File: config.mk
export PLATFORM = sky130hd
export DESIGN_NAME = train_osc_fifo
export DESIGN_NICKNAME = d
export VERILOG_FILES = /design/src/rtl/train_pkg.sv /design/src/rtl/train_mem.sv /design/src/rtl/train_osc_fifo.sv
export SDC_FILE = /design/constraint.sdc
export NUM_CORES = 2
export LEC_CHECK = 0
export BUFFER_PORTS_ARGS = -buffer_cell sky130_fd_sc_hd__buf_2
export CAP_MARGIN = 20
export CORE_MARGIN = 5
export CORE_UTILIZATION = 55
export CTS_BUF_LIST = sky130_fd_sc_hd__clkbuf_16
export CTS_CLUSTER_DIAMETER = 200
export DETAILED_ROUTE_END_ITERATION = 8
export GPL_ROUTABILITY_DRIVEN = 1
export PLACE_DENSITY = 0.71
export SLEW_MARGIN = 25
export SYNTH_ARGS = -nofsm -noshare
export SYNTH_HDL_FRONTEND = slang
export SYNTH_SLANG_ARGS = --single-unit
File: constraint.sdc
create_clock -name core_clk_in -period 27 [get_ports core_clk_in]
set_input_delay 8.1 -clock core_clk_in [delete_from_list [all_inputs] [get_ports core_clk_in]]
set_output_delay 8.1 -clock core_clk_in [all_outputs]
set_load 0.05 [all_outputs]
File: src/rtl/train_pkg.sv
// Purpose: shared constants and types for the training fifo and strobe osc
// Assumes: commands arrive pre-decoded from the command/address front end
// Notes:   one entry holds a 16-beat burst of 16 data plus 2 lane bits
package train_pkg;

   localparam int          FIFO_DEPTH   = 5;
   localparam int          PTR_W        = 3;
   localparam int          BEATS        = 16;
   localparam int          DQ_W         = 16;
   localparam int          LANE_W       = 2;
   localparam int          BEAT_W       = DQ_W + LANE_W;
   localparam int          ENTRY_W      = BEATS * BEAT_W;
   localparam int          CNT_W        = 16;
   localparam int          TMR_W        = 8;
   localparam int          BEAT_CNT_W   = 4;
   localparam int          LAT_W        = 6;

   localparam logic [PTR_W-1:0]      PTR_RST   = 3'h0;
   localparam logic [PTR_W-1:0]      PTR_LAST  = 3'h4;
   localparam logic [CNT_W-1:0]      CNT_ZERO  = 16'h0000;
   localparam logic [CNT_W-1:0]      CNT_MAX   = 16'hffff;
   localparam logic [TMR_W-1:0]      TMR_AUTO_OFF = 8'h00;
   localparam logic [TMR_W-1:0]      TMR_ONE   = 8'h01;
   localparam logic [BEAT_CNT_W-1:0] BEAT_LAST = 4'hf;
   localparam logic [LAT_W-1:0]      LAT_ONE   = 6'h01;
   localparam logic [LAT_W-1:0]      LAT_ZERO  = 6'h00;

   // multi-purpose command operand codes, low six bits when select bit high
   localparam logic [5:0]  OP_WR_FIFO   = 6'h07;
   localparam logic [5:0]  OP_RD_FIFO   = 6'h01;
   localparam logic [5:0]  OP_OSC_START = 6'h0b;
   localparam logic [5:0]  OP_OSC_STOP  = 6'h0d;
   localparam int          SEL_BIT      = 6;

   typedef logic [PTR_W-1:0] ptr_t;

   // one command edge, already decoded from the bus
   typedef struct packed {
      logic       mpc_valid;     // multi-purpose command
      logic [6:0] mpc_op;        // operand, bit 6 is the train select
      logic       cas2_valid;    // second-part column command
      logic       rd_valid;      // ordinary read, with or without precharge
      logic       pd_entry;      // power-down or self-refresh power-down
   } cmd_s;

   // mode register settings steering this block
   typedef struct packed {
      logic             wr_inv_en;
      logic             rd_inv_en;
      logic             mask_en;
      logic [TMR_W-1:0] run_timer;  // zero: stop by command
      logic [LAT_W-1:0] wr_lat;
      logic [LAT_W-1:0] rd_lat;
   } mode_s;

   typedef enum logic [1:0] {
      OSC_IDLE = 2'b00,
      OSC_RUN  = 2'b01,
      OSC_DONE = 2'b11
   } osc_state_e;

   typedef enum logic [1:0] {
      XF_IDLE = 2'b00,
      XF_WAIT = 2'b01,
      XF_BURST = 2'b11
   } xfer_state_e;

endpackage

File: src/rtl/train_mem.sv
// Purpose: five-entry storage for training bursts
// Assumes: one write and one read port, registered read data
// Notes:   unwritten entries hold whatever was there (undefined)
`timescale 1ns/1ps
module train_mem (
   input  wire logic                           core_clk_in,
   input  wire logic                           wr_en_in,
   input  wire logic [train_pkg::PTR_W-1:0]    wr_addr_in,
   input  wire logic [train_pkg::ENTRY_W-1:0]  wr_data_in,
   input  wire logic [train_pkg::PTR_W-1:0]    rd_addr_in,
   output logic      [train_pkg::ENTRY_W-1:0]  rd_data_out
);
   import train_pkg::*;

   logic [ENTRY_W-1:0] mem_ff [FIFO_DEPTH];

   always_ff @(posedge core_clk_in) begin
      if (wr_en_in) begin
         mem_ff[wr_addr_in] <= wr_data_in;
      end
   end

   always_ff @(posedge core_clk_in) begin
      rd_data_out <= mem_ff[rd_addr_in];
   end

endmodule

File: src/rtl/train_osc_fifo.sv
// Purpose: training fifo and strobe clock-tree interval oscillator
// Assumes: commands decoded upstream; osc_tick_in is one replica-tree pass
// Notes:   latencies counted in clocks from the second-part command
`timescale 1ns/1ps
// Operation
// - fifo write accepted in banks, refresh, self-refresh
// - back-to-back fifo reads each served; here a read still waiting out rd_lat is dropped by the next read
// - fifo read data timed like single read
// - reads non-destructive; read pointer wraps after five
// - never-written entries read back undefined
// - drive mask lanes when inversion or masking enabled
// - sixteen-beat bursts, half-clock postambles; no postamble is driven here, output enables release right after the last beat
// - fifo write timed like single write
// - start command clears and runs oscillator
// - stop by command or run timer
// - count stored low/high on stop
// - stop command overwrites both result registers
// - counter saturates at maximum
// - result counts tree delays within run time
// - pointers reset on reset and power-down entry
// - pointer advance by fifo and ordinary reads
// - select bit low means no operation
module train_osc_fifo (
   input  wire logic                          core_clk_in,
   input  wire logic                          arst_n_in,
   input  wire train_pkg::cmd_s               cmd_in,
   input  wire train_pkg::mode_s              mode_in,
   input  wire logic                          clk_en_in,
   input  wire logic                          osc_tick_in,
   input  wire logic [train_pkg::DQ_W-1:0]    dq_in,
   input  wire logic [train_pkg::LANE_W-1:0]  lane_in,
   output logic      [train_pkg::DQ_W-1:0]    dq_out,
   output logic                               dq_oe_n_out,
   output logic      [train_pkg::LANE_W-1:0]  lane_out,
   output logic                               lane_oe_n_out,
   output logic      [train_pkg::TMR_W-1:0]   osc_count_low_out,
   output logic      [train_pkg::TMR_W-1:0]   osc_count_high_out,
   output logic                               osc_busy_out
);
   import train_pkg::*;

   // ------------------------------------------------------------------
   // command decode
   // ------------------------------------------------------------------
   logic        train_sel;
   logic        wr_fifo_cmd;
   logic        rd_fifo_cmd;
   logic        osc_start_cmd;
   logic        osc_stop_cmd;
   logic [1:0]  pend_ff;
   logic        wr_go;
   logic        rd_go;

   assign train_sel     = cmd_in.mpc_valid & cmd_in.mpc_op[SEL_BIT];
   assign wr_fifo_cmd   = train_sel & (cmd_in.mpc_op[5:0] == OP_WR_FIFO);
   assign rd_fifo_cmd   = train_sel & (cmd_in.mpc_op[5:0] == OP_RD_FIFO);
   assign osc_start_cmd = train_sel & (cmd_in.mpc_op[5:0] == OP_OSC_START);
   assign osc_stop_cmd  = train_sel & (cmd_in.mpc_op[5:0] == OP_OSC_STOP);

   // fifo access begins on the second-part command; accepted in any bank
   // or refresh state; writes need only clock enable high, reads are not gated by it
   always_ff @(posedge core_clk_in or negedge arst_n_in) begin
      if (!arst_n_in) begin
         pend_ff <= 2'b00;
      end else begin
         pend_ff <= {wr_fifo_cmd & clk_en_in, rd_fifo_cmd};
      end
   end

   // operands of the second-part command are ignored (driven low)
   assign wr_go = pend_ff[1] & cmd_in.cas2_valid;
   assign rd_go = pend_ff[0] & cmd_in.cas2_valid;

   // ------------------------------------------------------------------
   // fifo pointers
   // ------------------------------------------------------------------
   ptr_t wr_ptr_ff;
   ptr_t rd_ptr_ff;
   logic ptr_clr;
   ptr_t rd_slot_ff;

   assign ptr_clr = cmd_in.pd_entry | ~clk_en_in;

   function automatic ptr_t ptr_inc(input ptr_t p);
      ptr_inc = (p == PTR_LAST) ? PTR_RST : p + ptr_t'(1);
   endfunction

   always_ff @(posedge core_clk_in or negedge arst_n_in) begin
      if (!arst_n_in) begin
         wr_ptr_ff <= PTR_RST;
      end else if (ptr_clr) begin
         wr_ptr_ff <= PTR_RST;
      end else if (wr_go | cmd_in.rd_valid) begin
         wr_ptr_ff <= ptr_inc(wr_ptr_ff);
      end
   end

   always_ff @(posedge core_clk_in or negedge arst_n_in) begin
      if (!arst_n_in) begin
         rd_ptr_ff <= PTR_RST;
      end else if (ptr_clr) begin
         rd_ptr_ff <= PTR_RST;
      end else if (rd_go | cmd_in.rd_valid) begin
         rd_ptr_ff <= ptr_inc(rd_ptr_ff);
      end
   end

   // ------------------------------------------------------------------
   // write burst capture
   // ------------------------------------------------------------------
   xfer_state_e           wr_state_ff;
   logic [LAT_W-1:0]      wr_lat_ff;
   logic [BEAT_CNT_W-1:0] wr_beat_ff;
   ptr_t                  wr_slot_ff;
   logic [ENTRY_W-1:0]    wr_buf_ff;
   logic                  mem_we_ff;

   // write latency counted as for an ordinary single write
   always_ff @(posedge core_clk_in or negedge arst_n_in) begin
      if (!arst_n_in) begin
         wr_state_ff <= XF_IDLE;
         wr_lat_ff   <= LAT_ZERO;
         wr_beat_ff  <= '0;
         wr_slot_ff  <= PTR_RST;
      end else begin
         case (wr_state_ff)
            XF_IDLE: begin
               if (wr_go) begin
                  wr_slot_ff  <= wr_ptr_ff;
                  wr_lat_ff   <= mode_in.wr_lat;
                  wr_state_ff <= (mode_in.wr_lat > LAT_ONE) ? XF_WAIT
                                                            : XF_BURST;
                  wr_beat_ff  <= '0;
               end
            end
            XF_WAIT: begin
               wr_lat_ff <= wr_lat_ff - LAT_ONE;
               if (wr_lat_ff <= (LAT_ONE + LAT_ONE)) begin
                  wr_state_ff <= XF_BURST;
               end
            end
            XF_BURST: begin
               wr_beat_ff <= wr_beat_ff + 4'h1;
               if (wr_beat_ff == BEAT_LAST) begin
                  wr_state_ff <= XF_IDLE;
               end
            end
            default: wr_state_ff <= XF_IDLE;
         endcase
      end
   end

   always_ff @(posedge core_clk_in) begin
      if (wr_state_ff == XF_BURST) begin
         wr_buf_ff[wr_beat_ff*BEAT_W +: BEAT_W] <= {lane_in, dq_in};
      end
   end

   always_ff @(posedge core_clk_in or negedge arst_n_in) begin
      if (!arst_n_in) begin
         mem_we_ff <= 1'b0;
      end else begin
         mem_we_ff <= (wr_state_ff == XF_BURST) & (wr_beat_ff == BEAT_LAST);
      end
   end

   // ------------------------------------------------------------------
   // storage; entries never written simply return stale contents
   // ------------------------------------------------------------------
   logic [ENTRY_W-1:0] rd_entry;

   train_mem u_mem (
      .core_clk_in (core_clk_in),
      .wr_en_in    (mem_we_ff),
      .wr_addr_in  (wr_slot_ff),
      .wr_data_in  (wr_buf_ff),
      .rd_addr_in  (rd_slot_ff),
      .rd_data_out (rd_entry)
   );

   // ------------------------------------------------------------------
   // read burst return
   // ------------------------------------------------------------------
   logic [LAT_W-1:0]      rd_lat_ff;
   logic                  rd_wait_ff;
   logic                  rd_burst_ff;
   logic [BEAT_CNT_W-1:0] rd_beat_ff;
   logic [ENTRY_W-1:0]    rd_buf_ff;
   logic                  rd_load_ff;
   logic                  lane_drv;

   // a new read restarts the latency count and drops a read still waiting, so
   // only reads spaced more than rd_lat clocks apart stream without gaps
   always_ff @(posedge core_clk_in or negedge arst_n_in) begin
      if (!arst_n_in) begin
         rd_lat_ff  <= LAT_ZERO;
         rd_wait_ff <= 1'b0;
         rd_load_ff <= 1'b0;
         rd_slot_ff <= PTR_RST;
      end else begin
         rd_load_ff <= 1'b0;
         if (rd_go) begin
            rd_lat_ff  <= mode_in.rd_lat;
            // hold the entry before the pointer moves on
            rd_slot_ff <= rd_ptr_ff;
            rd_wait_ff <= 1'b1;
         end else if (rd_wait_ff) begin
            rd_lat_ff <= rd_lat_ff - LAT_ONE;
            if (rd_lat_ff <= LAT_ONE) begin
               rd_wait_ff <= 1'b0;
               rd_load_ff <= 1'b1;
            end
         end
      end
   end

   always_ff @(posedge core_clk_in or negedge arst_n_in) begin
      if (!arst_n_in) begin
         rd_burst_ff <= 1'b0;
         rd_beat_ff  <= '0;
      end else if (rd_load_ff) begin
         rd_burst_ff <= 1'b1;
         rd_beat_ff  <= '0;
      end else if (rd_burst_ff) begin
         rd_beat_ff <= rd_beat_ff + 4'h1;
         if (rd_beat_ff == BEAT_LAST) begin
            rd_burst_ff <= 1'b0;
         end
      end
   end

   always_ff @(posedge core_clk_in) begin
      if (rd_load_ff) begin
         rd_buf_ff <= rd_entry;
      end
   end

   assign lane_drv = mode_in.wr_inv_en | mode_in.rd_inv_en
                   | mode_in.mask_en;

   always_ff @(posedge core_clk_in or negedge arst_n_in) begin
      if (!arst_n_in) begin
         dq_out        <= '0;
         lane_out      <= '0;
         dq_oe_n_out   <= 1'b1;
         lane_oe_n_out <= 1'b1;
      end else begin
         dq_oe_n_out   <= ~rd_burst_ff;
         lane_oe_n_out <= ~(rd_burst_ff & lane_drv);
         if (rd_burst_ff) begin
            {lane_out, dq_out} <= rd_buf_ff[rd_beat_ff*BEAT_W +: BEAT_W];
         end
      end
   end

   // ------------------------------------------------------------------
   // interval oscillator
   // ------------------------------------------------------------------
   osc_state_e       osc_state_ff;
   logic [CNT_W-1:0] osc_cnt_ff;
   logic [TMR_W-1:0] run_left_ff;
   logic             osc_halt;

   // with the timer set the stop command is illegal and ignored
   assign osc_halt = (mode_in.run_timer == TMR_AUTO_OFF)
                   ? osc_stop_cmd
                   : (run_left_ff == TMR_ONE);

   always_ff @(posedge core_clk_in or negedge arst_n_in) begin
      if (!arst_n_in) begin
         osc_state_ff <= OSC_IDLE;
         run_left_ff  <= TMR_AUTO_OFF;
      end else begin
         case (osc_state_ff)
            OSC_IDLE, OSC_DONE: begin
               if (osc_start_cmd) begin
                  osc_state_ff <= OSC_RUN;
                  run_left_ff  <= mode_in.run_timer;
               end else begin
                  osc_state_ff <= OSC_IDLE;
               end
            end
            OSC_RUN: begin
               run_left_ff <= run_left_ff - TMR_ONE;
               if (osc_halt) begin
                  osc_state_ff <= OSC_DONE;
               end
            end
            default: osc_state_ff <= OSC_IDLE;
         endcase
      end
   end

   always_ff @(posedge core_clk_in or negedge arst_n_in) begin
      if (!arst_n_in) begin
         osc_cnt_ff <= CNT_ZERO;
      end else if (osc_start_cmd && osc_state_ff != OSC_RUN) begin
         osc_cnt_ff <= CNT_ZERO;
      end else if (osc_state_ff == OSC_RUN && osc_tick_in
                   && osc_cnt_ff != CNT_MAX) begin
         osc_cnt_ff <= osc_cnt_ff + 16'h0001;
      end
   end

   always_ff @(posedge core_clk_in or negedge arst_n_in) begin
      if (!arst_n_in) begin
         osc_count_low_out  <= '0;
         osc_count_high_out <= '0;
      end else if (osc_state_ff == OSC_RUN && osc_halt) begin
         osc_count_low_out  <= osc_cnt_ff[TMR_W-1:0];
         osc_count_high_out <= osc_cnt_ff[CNT_W-1:TMR_W];
      end
   end

   assign osc_busy_out = (osc_state_ff == OSC_RUN);

endmodule

Yosys cells after proc, flatten, opt, wreduce, memory -nomap -nowiden
Memory sizes are Yosys's and may differ from the RTL's. A register that Yosys moved wholly into a read port is not among the register bits.
Index checks and enable logic that the tools add are counted.
Word-level totals
  flip-flop bits (word level): 678
  bits in writable memories: 1440
  input bits: 56
  output and inout port bits: 37
  logic and storage cells: 141
  memories: 1
Operators by class
  add/sub/neg operators: 9
  $mul: 2
  $lt $le $gt $ge: 3
  equal/unequal tests: 20
  shift-type cells: 3
  multiplexer cells: 39
  bitwise logic cells: 18
  reductions and logical operators: 21
Memory list
  u_mem.mem_ff: words 5, width 288, rd ports 1, clocked after memory_dff 1, write ports 1, line train_mem.sv:15  | logic [ENTRY_W-1:0] mem_ff [FIFO_DEPTH];
Operator list (number)
  $bwmux 288: 1
  $shift 18x34->288 const A: 1
  $shiftx 18x34->288: 1
  $shiftx 288x10->18: 1
  $neg 9->34: 1
  $mux 16: 2
  $mux 3: 6
  $mux 6: 3
  $add 16x1->16 const B: 1
  $mul 4x4->8 const B: 2
  $ne 16x16->1 const B: 1
  $pmux 8 s2: 1
  $reduce_bool 2->1: 8
  $mux 1: 13
  $eq 6x4->1 const B: 2
  $mux 4: 3
  $pmux 6 s2: 1
  $sub 6x1->6 const B: 2
  $and 1x1->1: 10
  $mux 2: 5
  $add 4x1->4 const B: 2
  $eq 4x4->1 const B: 2
  $eq 8x1->1 const B: 1
  $logic_not 8->1: 1
  other kinds (23): 44

Depth between registers and ports, before layout
  word-level depth: 5
  depth in mapped cells: 14
  depth with buffers taken out: 11

Hierarchy
A second synthesis with hierarchy kept.
Second synthesis, totals
  cells, all modules: 5499
  area, all modules: 92458.7 sq um
By module, submodules not included
  train_mem: instances 1, cells an instance 3367, area each 62720.2 sq um, seq. area each 49007.0 sq um
  train_osc_fifo: instances 1, cells an instance 2132, area each 29738.5 sq um, seq. area each 19851.5 sq um

Least setup slack after synthesis
OpenSTA, ideal clock, no wires.
  path kind: register to register
  start point: register wr_slot_ff[1]
  end point: memory u_mem.mem_ff[4][0] (netlist bit), enable pin
  setup time: 1.349 ns
  data arrival time: 21.272 ns
  data required time: 25.651 ns
  path slack: 4.380 ns
  stages on the path, launching flop included: 3
  path buffers: 0
  period minus slack after synthesis: 22.620 ns
  cells stage by stage: dfrtp_1 > nand2b_1 > nor3b_1
RTL lines
  from (decl): line train_osc_fifo.sv:114  | ptr_t wr_slot_ff;
  from (signal assigned): line train_osc_fifo.sv:129  | wr_slot_ff <= wr_ptr_ff;
  to (decl): line train_mem.sv:15
Straight into the memory's write port.

Final worst setup path
  start point: register osc_state_ff[1]
  end point: output osc_busy_out
On the way
  cells in the longest elaborated chain, start to end: 1
RTL lines
  from (decl): line train_osc_fifo.sv:259  | osc_state_e osc_state_ff;
  from (signal assigned): line train_osc_fifo.sv:271  | osc_state_ff <= OSC_IDLE;
  from (signal assigned): line train_osc_fifo.sv:277  | osc_state_ff <= OSC_RUN;
  from (signal assigned): line train_osc_fifo.sv:280  | osc_state_ff <= OSC_IDLE;
  $eq 2x1->1: line train_osc_fifo.sv:315  | assign osc_busy_out = (osc_state_ff == OSC_RUN);
  to (decl): line train_osc_fifo.sv:38  | output logic osc_busy_out
No other way between the ends.

==> results.yml <==
outcome:
  status: "finished, final reports clean"
drt:
  drt_iter0_drc: 5846
  vias: 44700
  viasPerCell: 6.28
  postRouteAntennaNets: 0
  avgRoutedWirePerCell_um: 31.4
  wl_um: 224000
  drc: 0
  firstDrtPassIters: 8
critical_path:
  crit_arrival_ns: 2.24
  critPathKind: "flop to output pin"
  critPathSlowestCell: "ha_1"
  cpLargestDelayFamily: "adder cells"
  worst_setup_path_start_kind: "flop"
  crit_required_ns: 18.90
  max_stage_delay_ns: 0.57
  worst_setup_path_end_kind: "output pin"
  path_max_fanout: 17
  cp_num_buf_inv: 2
  path_cells: "inv_1, ha_1, buf_2"
die:
  chipHeight_um: 412
  die_area_um2: 170000
  core.rowCount: 147
  io_pins: 93
  coreArea_um2: 161000
  initial_utilization_pct: 55.4
  dieWidth_um: 412
placement:
  placed_area_um2: 92200
  dp_hpwl_um: 139000
  io_buffers: 92
  gp_congestion: 0.989
final_layout:
  nNetsFinal: 4842
  multi_input_area_um2: 19200
  mostFrequentLayoutCells: "2,016 x edfxtp_1, 428 x nor2_1, 390 x mux4_2"
  layout.cells.most_common: "edfxtp_1"
  drive_gt1_share_pct: 26.2
  seq_area_um2: 68900
  fillCellCount: 11100
  fin_area_um2: 99400
  area_growth_pct: 11.7
timing:
  finalSetupTns_ns: 0
  min_period_over_period_pct: 38.3
  setup_viol: 0
  clock_skew_ns: 0.0764
  period_needed_ns: 10.34
  worst_pin_slew_ns: 1.15
  slew_headroom_pct: 22.2
  maxSlewViolCount: 0
  fmax_ghz: 0.0967
  hold_viol_final: 0
  rsz0062_at_grt: "false"
clock_tree:
  cts_root_buf: "clkbuf_16"
  clock_path_buffers: 3
  cts.htree.levels: 4
  cts_sinks: 2406
  post_cts_buffers: 0
  post_cts_resized: 0
  holdBufCountCts: 0
  cts_tree: "done"
  clk_latency_ns: 0.87
  path_clk_slew_ns: 0.06
  numCtsBuffers: 223
yosys:
  synth_area_per_cell_um2: 19.5
  synth_compound_area_share_pct: 2.14
  synth_top_family_by_area: "multiplexers"
  syn_nets: 4642
  synth-seq-cells: 2406
  synth_mux_area_share_pct: 14.7
  yosys.cell_types.count: 90
  synth_simple_gate_area_share_pct: 4.04
  synth_fa_ha_area_share_pct: 0.281
  synthXorXnorAreaFrac_pct: 0.281
  ys_async_sr_fraction_pct: 4.24
  synth-warning-count: 0
  ys_seq_area_share_pct: 77.4
  synth-main-ff-cell: "edfxtp_1"
  synth_edf_count: 2016
  synthCells: 4566
  syn_area_um2: 89000
global_route:
  grt_pass1_vias: 44300
  antenna_found_initial: 12
  gr-total-overflow: 0
  grt_usage_pct: 26.6
  grt_pass1_wl_um: 322000
  grt_max_degree: 128
pwr:
  power_density_nw_per_um2: 88.3
  ir_drop_mv: 0.0897
  power.leakage_nw: 32.7
run:
  cap_violations: 0
hold_path:
  hold_class: "flop to flop"
==> state kept, by name (all words and copies together) (netlist names), 3 cells and up <==
signal and flops:
u_mem.mem_ff 1440, rd_buf_ff 288, u_mem.rd_data_out 288, wr_buf_ff 288, dq_out 16, osc_cnt_ff 16
osc_count_high_out 8, osc_count_low_out 8, run_left_ff 8, rd_lat_ff 6, wr_lat_ff 6, rd_beat_ff 4
wr_beat_ff 4, rd_ptr_ff 3, rd_slot_ff 3, wr_ptr_ff 3, wr_slot_ff 3
==> cells by family (layout without fill, tap and decap cells) <==
kind of cell | count (synthesis) | after routing
AOI/OAI and AO/OA | 291 | 291
xor gates and xnor gates | 26 | 26
adders and majority gates | 20 | 20
buffers and inverters | 254 | 655
DFF | 2406 | 2406
muxes | 771 | 771
other | 0 | 2
and+or+nand+nor | 798 | 798
==> power breakdown <==
part / leakage (nW) / internal [mW] / switching, mW / total [mW]
registers: 22.3 / 4.07 / 0.0888 / 4.16
logic: 6.70 / 0.443 / 1.16 / 1.60
clock network: 3.67 / 1.65 / 1.37 / 3.02
==> Yosys cell counts, types with 49 or more instances <==
library cell	count	area share [%]
nor3_1	56	0.31
nand2_1	106	0.45
clkbuf_1	124	0.52
mux2_2	335	4.2
dfxtp_1	288	6.5
a21oi_1	71	0.40
nand3_1	74	0.42
o21ai_0	54	0.30
nor2_1	430	1.8
dfrtp_1	100	2.8
buf_2	49	0.28
edfxtp_1	2016	68
mux4_2	390	9.9
==> routing by layer <==
metal	wire length, um	share of wire [%]	track usage (%)
met5	0	0	0
met4	9610	4.3	10.0
met3	22900	10	6.08
met2	103000	46	40.1
met1	89100	40	38.7
==> through the flow <==
| stage | hold slack, ns | setup WS (ns) | power [mW] | instances | utilization (%) |
|---|---|---|---|---|---|
| after floorplan | 0.386 | 4.38 | 5.06 | 4566 | - |
| after global placement | 0.386 | 16.43 | 5.78 | 6698 | 57.4 |
| after detailed placement | 0.389 | 16.40 | 5.79 | 6701 | 57.4 |
| after CTS | 0.372 | 16.60 | 8.78 | 7127 | 61.8 |
| after global routing | 0.388 | 16.55 | 9.04 | 7127 | 61.9 |
| final | 0.362 | 16.66 | 8.78 | 7129 | 61.9 |
==> final timing paths <==
| check | slack, ns | from | endpoint | cells after the start |
|---|---|---|---|---|
| setup / recovery | 16.66 | osc_state_ff[1] | osc_busy_out | 3 |
| hold / removal | 0.36 | u_mem.rd_data_out[220] | rd_buf_ff[220] | 0 |
| setup reg to reg | 20.90 | wr_beat_ff[1] | wr_buf_ff[273] | 13 |
| hold reg to reg | 0.36 | u_mem.rd_data_out[220] | rd_buf_ff[220] | 0 |
| max in group asynchronous | 18.36 | arst_n_in | rd_beat_ff[1] | 2 |
| min in group asynchronous | 7.34 | arst_n_in | osc_count_low_out[0] | 1 |
==> final cells by class <==
type                            instances  area share (%)
Multi-Input combinational cell       1906            19.3
Tap cell                             2160            2.72
Antenna cell                            2         0.00503
Inverter                               31           0.117
Clock inverter                        202            1.57
Sequential cell                      2406            69.3
Clock buffer                          224            5.64
Timing Repair Buffer                  198            1.36
Note: power is estimated with default switching activity, not from simulation.
